**src/frame_align_pkg.sv**
```systemverilog
// Register map, field layout and codes for frame pulse alignment control
package frame_align_pkg;
  localparam logic [7:0] frame_one_alignment_control_addr = 8'h11;
  localparam logic [7:0] frame_two_alignment_control_addr = 8'h12;
  localparam logic [7:0] frame_three_alignment_control_addr = 8'h13;
  localparam int align_sel_lsb = 4;
  localparam int resync_lsb = 2;
  localparam int slew_bit = 1;
  localparam int init_bit = 0;
  localparam logic [1:0] align_sel_reset = 2'h3;
  localparam logic [1:0] resync_reset = 2'h1;
  localparam logic slew_reset = 1'b0;
  localparam logic [2:0] window_reset = 3'h2;
  localparam logic [1:0] align_auto = 2'h0;
  localparam logic [1:0] align_one_shot = 2'h1;
  localparam logic [1:0] align_always = 2'h2;
  localparam logic [1:0] align_never = 2'h3;
  localparam int near_lines = 2;
  localparam int line_count_width = 12;

  typedef struct packed {
    logic wr_en;
    logic rd_en;
    logic [7:0] addr;
    logic [7:0] wdata;
  } reg_req_s;

  typedef enum logic [1:0] {
    act_none,
    act_drift,
    act_crash,
    act_slew
  } lock_action_e;

  typedef struct packed {
    logic realign_now;
    logic drift_lock;
    logic crash_lock;
    logic slew_active;
    logic vcxo_rail_high;
  } frame_one_ctl_s;
endpackage : frame_align_pkg

```
**src/frame_pulse_alignment_control.sv**
```systemverilog
// Alignment control for three top-of-frame pulse generators
`timescale 1ns/100ps
module frame_pulse_alignment_control #(
  parameter int err_width = 16
) (
  input wire logic sys_clk,
  input wire logic rst,
  input frame_align_pkg::reg_req_s reg_req,
  output logic [7:0] reg_rdata,
  output logic reg_rvalid,
  input wire logic line_tick,
  input wire logic frame_tick,
  input wire logic horizontal_only,
  input wire logic reference_loss,
  input wire logic same_reference,
  input wire logic [err_width-1:0] frame_error,
  input wire logic [2:0] misalign_window_code,
  output frame_align_pkg::frame_one_ctl_s frame_one_ctl,
  output logic misalign_report,
  output logic [1:0] frame_two_mode,
  output logic [1:0] frame_three_mode,
  output logic frame_two_init_out,
  output logic frame_three_init_out
);
  import frame_align_pkg::*;

  logic [1:0] frame_one_align_select_q;
  logic [1:0] frame_one_resync_policy_q;
  logic frame_one_slew_direction_q;
  logic [1:0] frame_two_align_select_q;
  logic [1:0] frame_three_align_select_q;
  logic ref_lost_q;
  logic [1:0] eff_one_select;
  logic near_expected;
  logic error_small;
  logic misaligned;
  logic [err_width:0] window_limit;
  lock_action_e action_d;
  logic two_start;
  logic three_start;
  logic [1:0] h_only_sync_q;
  logic [1:0] ref_loss_sync_q;
  logic [1:0] same_ref_sync_q;
  logic h_only_s;
  logic ref_loss_s;
  logic same_ref_s;
  logic [err_width-1:0] line_cycles_q;
  logic [err_width-1:0] line_len_q;
  logic [err_width+1:0] near_limit;
  logic [line_count_width-1:0] line_pos_q;
  logic [line_count_width-1:0] frame_lines_q;

  function automatic logic [err_width:0] pow_two(input logic [2:0] code);
    pow_two = (err_width+1)'(1) << code;
  endfunction : pow_two

  // Init write starts a pulse unless the same write selects never align
  function automatic logic init_start(input reg_req_s req, input logic [7:0] addr);
    init_start = req.wr_en && req.addr == addr && req.wdata[init_bit]
                 && req.wdata[align_sel_lsb +: 2] != align_never;
  endfunction : init_start

  // End after one frame of lines plus one more line
  function automatic logic pulse_done(input logic counting, input logic tick,
                                      input logic [line_count_width-1:0] lines,
                                      input logic [line_count_width-1:0] limit);
    pulse_done = counting && tick && lines == limit;
  endfunction : pulse_done

  assign h_only_s = h_only_sync_q[1];
  assign ref_loss_s = ref_loss_sync_q[1];
  assign same_ref_s = same_ref_sync_q[1];
  assign window_limit = pow_two(misalign_window_code);
  assign error_small = {1'b0, frame_error} < window_limit;
  assign misaligned = {1'b0, frame_error} > window_limit;
  // Two-line window from the measured line length in clocks
  assign near_limit = {2'b00, line_len_q} * (err_width+2)'(near_lines);
  assign near_expected = {2'b00, frame_error} < near_limit;
  assign eff_one_select = h_only_s ? align_never : frame_one_align_select_q;
  assign two_start = init_start(reg_req, frame_two_alignment_control_addr);
  assign three_start = init_start(reg_req, frame_three_alignment_control_addr);

  // Register writes; reserved and init bits are not stored
  always_ff @(posedge sys_clk) begin
    if (rst) begin
      frame_one_align_select_q <= align_sel_reset;
      frame_one_resync_policy_q <= resync_reset;
      frame_one_slew_direction_q <= slew_reset;
      frame_two_align_select_q <= align_sel_reset;
      frame_three_align_select_q <= align_sel_reset;
    end else if (reg_req.wr_en) begin
      if (reg_req.addr == frame_one_alignment_control_addr) begin
        frame_one_align_select_q <= reg_req.wdata[align_sel_lsb +: 2];
        frame_one_resync_policy_q <= reg_req.wdata[resync_lsb +: 2];
        frame_one_slew_direction_q <= reg_req.wdata[slew_bit];
      end else if (reg_req.addr == frame_two_alignment_control_addr) begin
        frame_two_align_select_q <= reg_req.wdata[align_sel_lsb +: 2];
      end else if (reg_req.addr == frame_three_alignment_control_addr) begin
        frame_three_align_select_q <= reg_req.wdata[align_sel_lsb +: 2];
      end
    end
  end

  // Read-back; one-cycle latency
  always_ff @(posedge sys_clk) begin
    if (rst) begin
      reg_rdata <= 8'h00;
      reg_rvalid <= 1'b0;
    end else begin
      reg_rvalid <= reg_req.rd_en;
      if (reg_req.rd_en) begin
        if (reg_req.addr == frame_one_alignment_control_addr) begin
          reg_rdata <= {2'h0, frame_one_align_select_q, frame_one_resync_policy_q,
                        frame_one_slew_direction_q, 1'b0};
        end else if (reg_req.addr == frame_two_alignment_control_addr) begin
          reg_rdata <= {2'h0, frame_two_align_select_q, 4'h0};
        end else if (reg_req.addr == frame_three_alignment_control_addr) begin
          reg_rdata <= {2'h0, frame_three_align_select_q, 4'h0};
        end else begin
          reg_rdata <= 8'h00;
        end
      end
    end
  end

  // Level inputs from the reference side pass two flops before use
  always_ff @(posedge sys_clk) begin
    if (rst) begin
      h_only_sync_q <= 2'b00;
      ref_loss_sync_q <= 2'b00;
      same_ref_sync_q <= 2'b00;
    end else begin
      h_only_sync_q <= {h_only_sync_q[0], horizontal_only};
      ref_loss_sync_q <= {ref_loss_sync_q[0], reference_loss};
      same_ref_sync_q <= {same_ref_sync_q[0], same_reference};
    end
  end

  // Line length in clocks; saturates if line ticks stop
  always_ff @(posedge sys_clk) begin
    if (rst) begin
      line_cycles_q <= '0;
      line_len_q <= '0;
    end else if (line_tick) begin
      line_cycles_q <= err_width'(1);
      line_len_q <= line_cycles_q;
    end else if (line_cycles_q != '1) begin
      line_cycles_q <= line_cycles_q + err_width'(1);
    end
  end

  // Lines per frame, the line that opens the frame included
  always_ff @(posedge sys_clk) begin
    if (rst) begin
      line_pos_q <= '0;
      frame_lines_q <= '0;
    end else if (frame_tick) begin
      line_pos_q <= '0;
      frame_lines_q <= line_pos_q + line_count_width'(line_tick);
    end else if (line_tick && line_pos_q != '1) begin
      line_pos_q <= line_pos_q + line_count_width'(1);
    end
  end

  // Remember a momentary reference loss until the first frame tick after the reference returns
  always_ff @(posedge sys_clk) begin
    if (rst) begin
      ref_lost_q <= 1'b0;
    end else if (ref_loss_s) begin
      ref_lost_q <= 1'b1;
    end else if (frame_tick) begin
      ref_lost_q <= 1'b0;
    end
  end

  // Lock action chosen on first frame after the reference returns
  always_comb begin
    action_d = act_none;
    if (ref_lost_q && !ref_loss_s && frame_tick && eff_one_select != align_never) begin
      if (same_ref_s && near_expected) begin
        case (frame_one_resync_policy_q)
          2'h0: action_d = act_drift;
          2'h1: action_d = error_small ? act_drift : act_crash;
          default: action_d = act_crash;
        endcase
      end else begin
        action_d = act_slew;
      end
    end
  end

  // First pulse control outputs
  always_ff @(posedge sys_clk) begin
    if (rst) begin
      frame_one_ctl <= '0;
      misalign_report <= 1'b0;
    end else begin
      misalign_report <= misaligned;
      frame_one_ctl.realign_now <= frame_tick && (eff_one_select == align_always
        || (eff_one_select == align_auto && misaligned));
      frame_one_ctl.drift_lock <= action_d == act_drift;
      frame_one_ctl.crash_lock <= action_d == act_crash;
      if (action_d == act_slew) begin
        frame_one_ctl.slew_active <= 1'b1;
        frame_one_ctl.vcxo_rail_high <= frame_one_slew_direction_q;
      end else if (!misaligned) begin
        frame_one_ctl.slew_active <= 1'b0;
      end
    end
  end

  always_ff @(posedge sys_clk) begin
    if (rst) begin
      frame_two_mode <= align_sel_reset;
      frame_three_mode <= align_sel_reset;
    end else begin
      frame_two_mode <= frame_two_align_select_q;
      frame_three_mode <= frame_three_align_select_q;
    end
  end

  // One-shot init pulse timer, one each for the second and third pulse generators
  logic [1:0] wait_line_q;
  logic [1:0] counting_q;
  logic [line_count_width-1:0] lines_q [2];
  logic [1:0] start_v;
  logic [1:0] done_v;
  assign start_v = {three_start, two_start};
  assign done_v[0] = pulse_done(counting_q[0], line_tick, lines_q[0], frame_lines_q);
  assign done_v[1] = pulse_done(counting_q[1], line_tick, lines_q[1], frame_lines_q);

  // Part line before counting starts gives the extra zero-to-one line
  always_ff @(posedge sys_clk) begin
    if (rst) begin
      wait_line_q <= 2'b00;
      counting_q <= 2'b00;
      lines_q[0] <= '0;
      lines_q[1] <= '0;
    end else begin
      for (int i = 0; i < 2; i++) begin
        if (start_v[i]) begin
          wait_line_q[i] <= 1'b1;
          counting_q[i] <= 1'b0;
          lines_q[i] <= '0;
        end else if (wait_line_q[i] && line_tick) begin
          wait_line_q[i] <= 1'b0;
          counting_q[i] <= 1'b1;
        end else if (done_v[i]) begin
          counting_q[i] <= 1'b0;
        end else if (counting_q[i] && line_tick) begin
          lines_q[i] <= lines_q[i] + line_count_width'(1);
        end
      end
    end
  end

  // A new init write mid-pulse keeps the output high and rearms the timer
  always_ff @(posedge sys_clk) begin
    if (rst) begin
      frame_two_init_out <= 1'b0;
    end else if (two_start) begin
      frame_two_init_out <= 1'b1;
    end else if (done_v[0]) begin
      frame_two_init_out <= 1'b0;
    end
  end

  always_ff @(posedge sys_clk) begin
    if (rst) begin
      frame_three_init_out <= 1'b0;
    end else if (three_start) begin
      frame_three_init_out <= 1'b1;
    end else if (done_v[1]) begin
      frame_three_init_out <= 1'b0;
    end
  end
endmodule : frame_pulse_alignment_control

```
**config.mk**
```make
export PLATFORM = sky130hd
export DESIGN_NAME = frame_pulse_alignment_control
export DESIGN_NICKNAME = d
export VERILOG_FILES = /design/src/frame_align_pkg.sv /design/src/frame_pulse_alignment_control.sv
export SDC_FILE = /design/constraint.sdc
export NUM_CORES = 1
export LEC_CHECK = 0
export ABC_AREA = 0
export BUFFER_PORTS_ARGS = -buffer_cell sky130_fd_sc_hd__buf_4
export CAP_MARGIN = 5
export CORE_MARGIN = 3
export CORE_UTILIZATION = 45
export CTS_BUF_LIST = sky130_fd_sc_hd__clkbuf_8
export CTS_CLUSTER_DIAMETER = 120
export DETAILED_ROUTE_END_ITERATION = 6
export GPL_TIMING_DRIVEN = 0
export SLEW_MARGIN = 20
export SYNTH_ARGS = -nofsm -noshare
export SYNTH_HDL_FRONTEND = slang
export SYNTH_SLANG_ARGS = --single-unit
```
**constraint.sdc**
```tcl
create_clock -name sys_clk -period 2.5 [get_ports sys_clk]
set_clock_uncertainty 0.05 [all_clocks]
set_input_delay 0.375 -clock sys_clk [delete_from_list [all_inputs] [get_ports sys_clk]]
set_output_delay 0.375 -clock sys_clk [all_outputs]
set_load 0.01 [all_outputs]
```
Word level (Yosys, flattened, before mapping)
Memory sizes are Yosys's and may differ from the RTL's.
Index checks and enable logic that the tools add are counted.
{"block": "totals", "reg_bits": 97, "mem_bits_rw": 24, "out_inout_bits": 21, "wordCells": 147, "memories": 1}
{"block": "op_classes", "add_sub_neg": 5, "order_cmp": 3, "eq_ne": 15, "shift": 1, "mux": 48, "bitwise_logic": 6, "n_reduce_logical": 38}
{"memory": "lines_q", "words": 2, "word_bits": 12, "read_ports": 2, "rd_clocked_by_memory_dff": 0, "wr": 2, "line_no": "frame_pulse_alignment_control.sv:225", "text": "logic [line_count_width-1:0] lines_q [2];"}
{"op": "$mux W12", "n": 4}
{"op": "$add A12 B1 Y12 const B", "n": 3}
{"op": "$mux W1", "n": 36}
{"op": "$lt A16 B17 Y1", "n": 2}
{"op": "$eq A12 B12 Y1", "n": 2}
{"op": "$eq A8 B5 Y1 const B", "n": 3}
{"op": "$logic_and A1 B1 Y1", "n": 19}
{"op": "$mux W6", "n": 3}
{"op": "$gt A16 B17 Y1", "n": 1}
{"op": "$shl A1 B3 Y17 const A", "n": 1}
{"op": "$add A16 B1 Y16 const B", "n": 1}
{"op": "$ne A16 B16 Y1 const B", "n": 1}
{"op": "$reduce_bool A2 Y1", "n": 8}
{"op": "$add A12 B1 Y12", "n": 1}
{"op": "$ne A12 B12 Y1 const B", "n": 1}
{"op": "$mux W2", "n": 4}
{"op": "$reduce_or A2 Y1", "n": 4}
{"op": "$eq A2 B2 Y1 const B", "n": 3}
{"op": "$eq A2 B1 Y1 const B", "n": 2}
{"op": "$logic_not A2 Y1", "n": 2}
{"op": "$ne A2 B2 Y1 const B", "n": 2}
{"op": "$or A1 B1 Y1", "n": 4}
{"op": "$pmux W2 S2", "n": 1}
{"op": "$reduce_and A4 Y1", "n": 1}
{"op": "6 further kinds", "n": 7}

Depth between registers and ports, before layout
{"block": "logic_depth", "depth_word": 9, "ltp_mapped": 8, "ltp_nobuf": 8}

Least setup slack after synthesis
Ideal clock, no wire load.
{"block": "synth_path", "path_kind": "input -> register", "from": "input reg_req[13] (netlist name)", "to": "memory lines_q[0][0] (enable)", "setup_ns": 0.350, "arrival_time_ns": 1.894, "required_ns": 2.100, "slack_ns": 0.206, "path_stages": 6, "path_buffers": 0, "path_cell_list": "or4b_4 nor3_4 and4b_2 and2b_2 nor2_1 nand2_1"}
{"element": "start, declared", "line_no": "frame_pulse_alignment_control.sv:8", "text": "input frame_align_pkg::reg_req_s reg_req,"}
{"element": "end, declared", "line_no": "frame_pulse_alignment_control.sv:225"}

Worst setup path after layout
{"block": "layout_path", "from": "input misalign_window_code[1]", "to": "register frame_one_ctl[4] (netlist name)"}
{"block": "layout_via", "elab_chain_len": 5}
{"element": "start, declared", "line_no": "frame_pulse_alignment_control.sv:17", "text": "input wire logic [2:0] misalign_window_code,"}
{"element": "$shl A1 B3 Y17", "line_no": "frame_pulse_alignment_control.sv:54", "text": "pow_two = (err_width+1)'(1) << code;"}
{"element": "$gt A16 B17 Y1", "line_no": "frame_pulse_alignment_control.sv:75", "text": "assign misaligned = {1'b0, frame_error} > window_limit;"}
{"element": "$logic_and A1 B1 Y1", "line_no": "frame_pulse_alignment_control.sv:200", "text": "|| (eff_one_select == align_auto && misaligned));"}
{"element": "$logic_or A1 B1 Y1", "line_no": "frame_pulse_alignment_control.sv:200"}
{"element": "$logic_and A1 B1 Y1", "line_no": "frame_pulse_alignment_control.sv:199", "text": "frame_one_ctl.realign_now <= frame_tick && (eff_one_select == align_always"}
{"element": "end, declared", "line_no": "frame_pulse_alignment_control.sv:18", "text": "output frame_align_pkg::frame_one_ctl_s frame_one_ctl,"}
Every way passes these cells.
A chain may end at the register's enable or synchronous reset.

==> key figures <==
Final layout
  – Area delta synth->final: 17.7%
  – Commonest non-fill, non-tap cell in the layout: nor2_1
  – Most frequent cells in the layout: nor2_1, dfxtp_1, buf_4
  – Ant diodes: 0
  – Layout cell share with drive strength beyond 1: approximately 16%
  – Nets: around 800
  – Final Non-Filler Cells: about 900

Place
  – DP Wirelength: around 9900 µm
  – Port-buffer cells: a little under 60
  – Placed Cells: between 800 and 900
  – Final Wtd Congestion: 0.831

Yosys
  – Post-synth ARST share: 0%
  – FF+latch count, synth: 118
  – Post-synth top area share: 32.0%
  – Cell variety after synth: 54
  – Syn Inst Count: between 600 and 700
  – Yosys Warn Count: 0
  – Post-Syn Area: 5890 µm²
  – Ys flop type: dfxtp_1
  – Syn Area/Cell: ~9 µm²
  – Number of synthesized flops with an enable pin: 24
  – Post-synthesis sequential area ratio: roughly 44%
  – Biggest area consumer among synthesized cells: dfxtp_1
  – Largest cells by area after synthesis: dfxtp_1, edfxtp_1, nor2_1, ha_1, xnor2_1

Job
  – Maxcap violations: 0

Drt
  – Post-route DRC: 0
  – DR vias: roughly 4700
  – Routed Antenna Nets: 0
  – Wire length per cell: around 14 µm
  – Post-Route WL: approximately 13000 µm
  – Initial DRC count: ~300
  – Via-per-instance ratio: a little over 5
  – Drt pass-1 iters: 4

Floorplanning
  – Die area: 14500 µm²
  – Initial Util: between 40% and 50%
  – Die width: about 120 µm
  – Ports: 65
  – Core area: between 10000 and 15000 µm²
  – Die Ht: roughly 120 µm
  – Row cnt: roughly 40

Clock network
  – TritonCTS clock tree: built
  – Worst-path clk slew: approximately 70 ps
  – CTS max path bufs: 2
  – CTS buffer count: 17
  – Worst-skew pair later-pin latency: approximately 440 ps
  – CTS Root Cell: clkbuf_8
  – CTS Sinks: between 100 and 150
  – # hold bufs at CTS: 0
  – H-tree levels: 4

Worst setup path
  – Worst Path Arrival: 2590 ps
  – Kind of start point of the critical path: input pin
  – Crit path max fanout: 8
  – Crit-path slowest cell: a2111oi_1
  – Critical path class: input pin to flip-flop
  – Critical path required time: 2740 ps
  – Setup crit end kind: flip-flop
  – Crit-path cells: buf_4, or3b_2, ha_1, nor2b_1, o21ai_0, a21oi_1, o22ai_1, o21ba_2, a2111oi_1
  – Slowest cell delay on critical path: 500 ps

GRT
  – Largest net degree at the start of global routing: 17
  – Vias in the first global route: 4536
  – Initial antenna violation count: 0
  – Gr usage total: 18.9%
  – Remaining global-route overflow: 0
  – First-pass GRT wire length: about 22000 µm

Run status
  – Status: completed

Power
  – Power Total: around 3.9 mW
  – Leak pwr: between 2 and 3 nW
  – PD cells: approximately 570 nW/µm²
  – VDD IR max: ~0.3 mV

Timing
  – Worst slew margin: 49.8%
  – Finish-stage setup viols: 0
  – Max Clock Freq: 424 MHz
  – Slew Limit Fails: 0
  – Period utilization: 94.2%
  – Final hold viol count: 0
  – Final min period: 2360 ps
  – Worst-Margin Slew: 752 ps

Worst hold path
  – Worst min-delay path class: input pin to flip-flop
[per-layer routing]
| metal | global-route usage [%] | up-vias | wire length (µm) |
|---|---|---|---|
| met1 | 25.4 | 2201 | 6470 |
| met2 | 29.4 | 84 | 5780 |
| met5 | 0 | - | 0 |
| met3 | 4.86 | 10 | 565 |
| met4 | 7.22 | 0 | 134 |
| li1 | - | 2392 | - |
[logic make-up after synthesis]
group | after synthesis | synth area share (%)
AO/OA/AOI/OAI | 85 | 9.33
XOR/XNOR | 64 | 9.52
adder cells (fa/ha/maj) | 28 | 5.95
buffers and inverters | 55 | 3.97
flip-flops | 118 | 44.2
multiplexers | 25 | 4.29
other | 1 | 0.0637
AND/OR/NAND/NOR | 264 | 22.7
[worst max-delay path, delay by kind of cell]
kind	cells	cell delay, ps
buffers and inverters	1	130
adders and majority gates	1	300
AOI/OAI and AO/OA	5	1190
and+or+nand+nor	2	590
[cell type report]
class,instances,area (µm²)
Fill cell,1187,5790
Sequential cell,118,2600
Buffer,26,125
Timing Repair Buffer,58,435
Multi-Input combinational cell,469,3070
Clock inverter,12,101
Inverter,29,109
Tap cell,172,215
Clock buffer,20,275
[path summary, 6_finish.rpt]
kind | from | to | slack (ps) | cells past startpoint
hold reg to reg | same_ref_sync_q[0] | same_ref_sync_q[1] | 400 | 1
hold / removal | reference_loss | ref_loss_sync_q[0] | 90 | 2
setup reg to reg | line_cycles_q[0] | line_cycles_q[11] | 270 | 7
setup / recovery | misalign_window_code[1] | frame_one_ctl[4] | 140 | 9
[metrics by stage]
step           instance area, µm²  util [%]  hold WS [ps]  TNS, ps  worst slack (ps)
2_1_floorplan                5900         -           364        0               206
3_3_place_gp                 6550      51.5           369    -4690              -329
3_5_place_dp                 6550      51.5           390    -5800              -402
4_1_cts                      6920      54.4          64.5        0              65.8
5_1_grt                      6930      54.5          72.0    -51.8             -51.8
6_report                     6930      54.5          92.7        0               144
[synthesized netlist by cell type (all sizes together) (17+ instances only)]
cell / n
ha: 28
inv: 29
a21oi: 28
nor2: 98
o21ai: 19
xor2: 25
dfxtp: 94
nand3: 25
nand4: 17
clkbuf: 18
nand2: 35
mux2i: 23
xnor2: 39
edfxtp: 24
[power by group]
group          switching (mW)  leakage (nW)  internal, mW
Clock                   0.778         0.199         0.859
Sequential             0.0405          1.01          1.97
Combinational           0.154          1.40         0.142
[flip-flops by register name, indices dropped and copies added, names as in the netlist, 5 cells and up]
register	count
lines_q	24
line_cycles_q	16
line_len_q	16
frame_lines_q	12
line_pos_q	12
frame_one_ctl	5
reg_rdata	5
[what timing repair did]
action,in CTS,in global routing
setup buffers,0,0
setup endpoints to repair,0,2
resized for setup,0,2
Note: power is estimated with default switching activity, not from simulation.
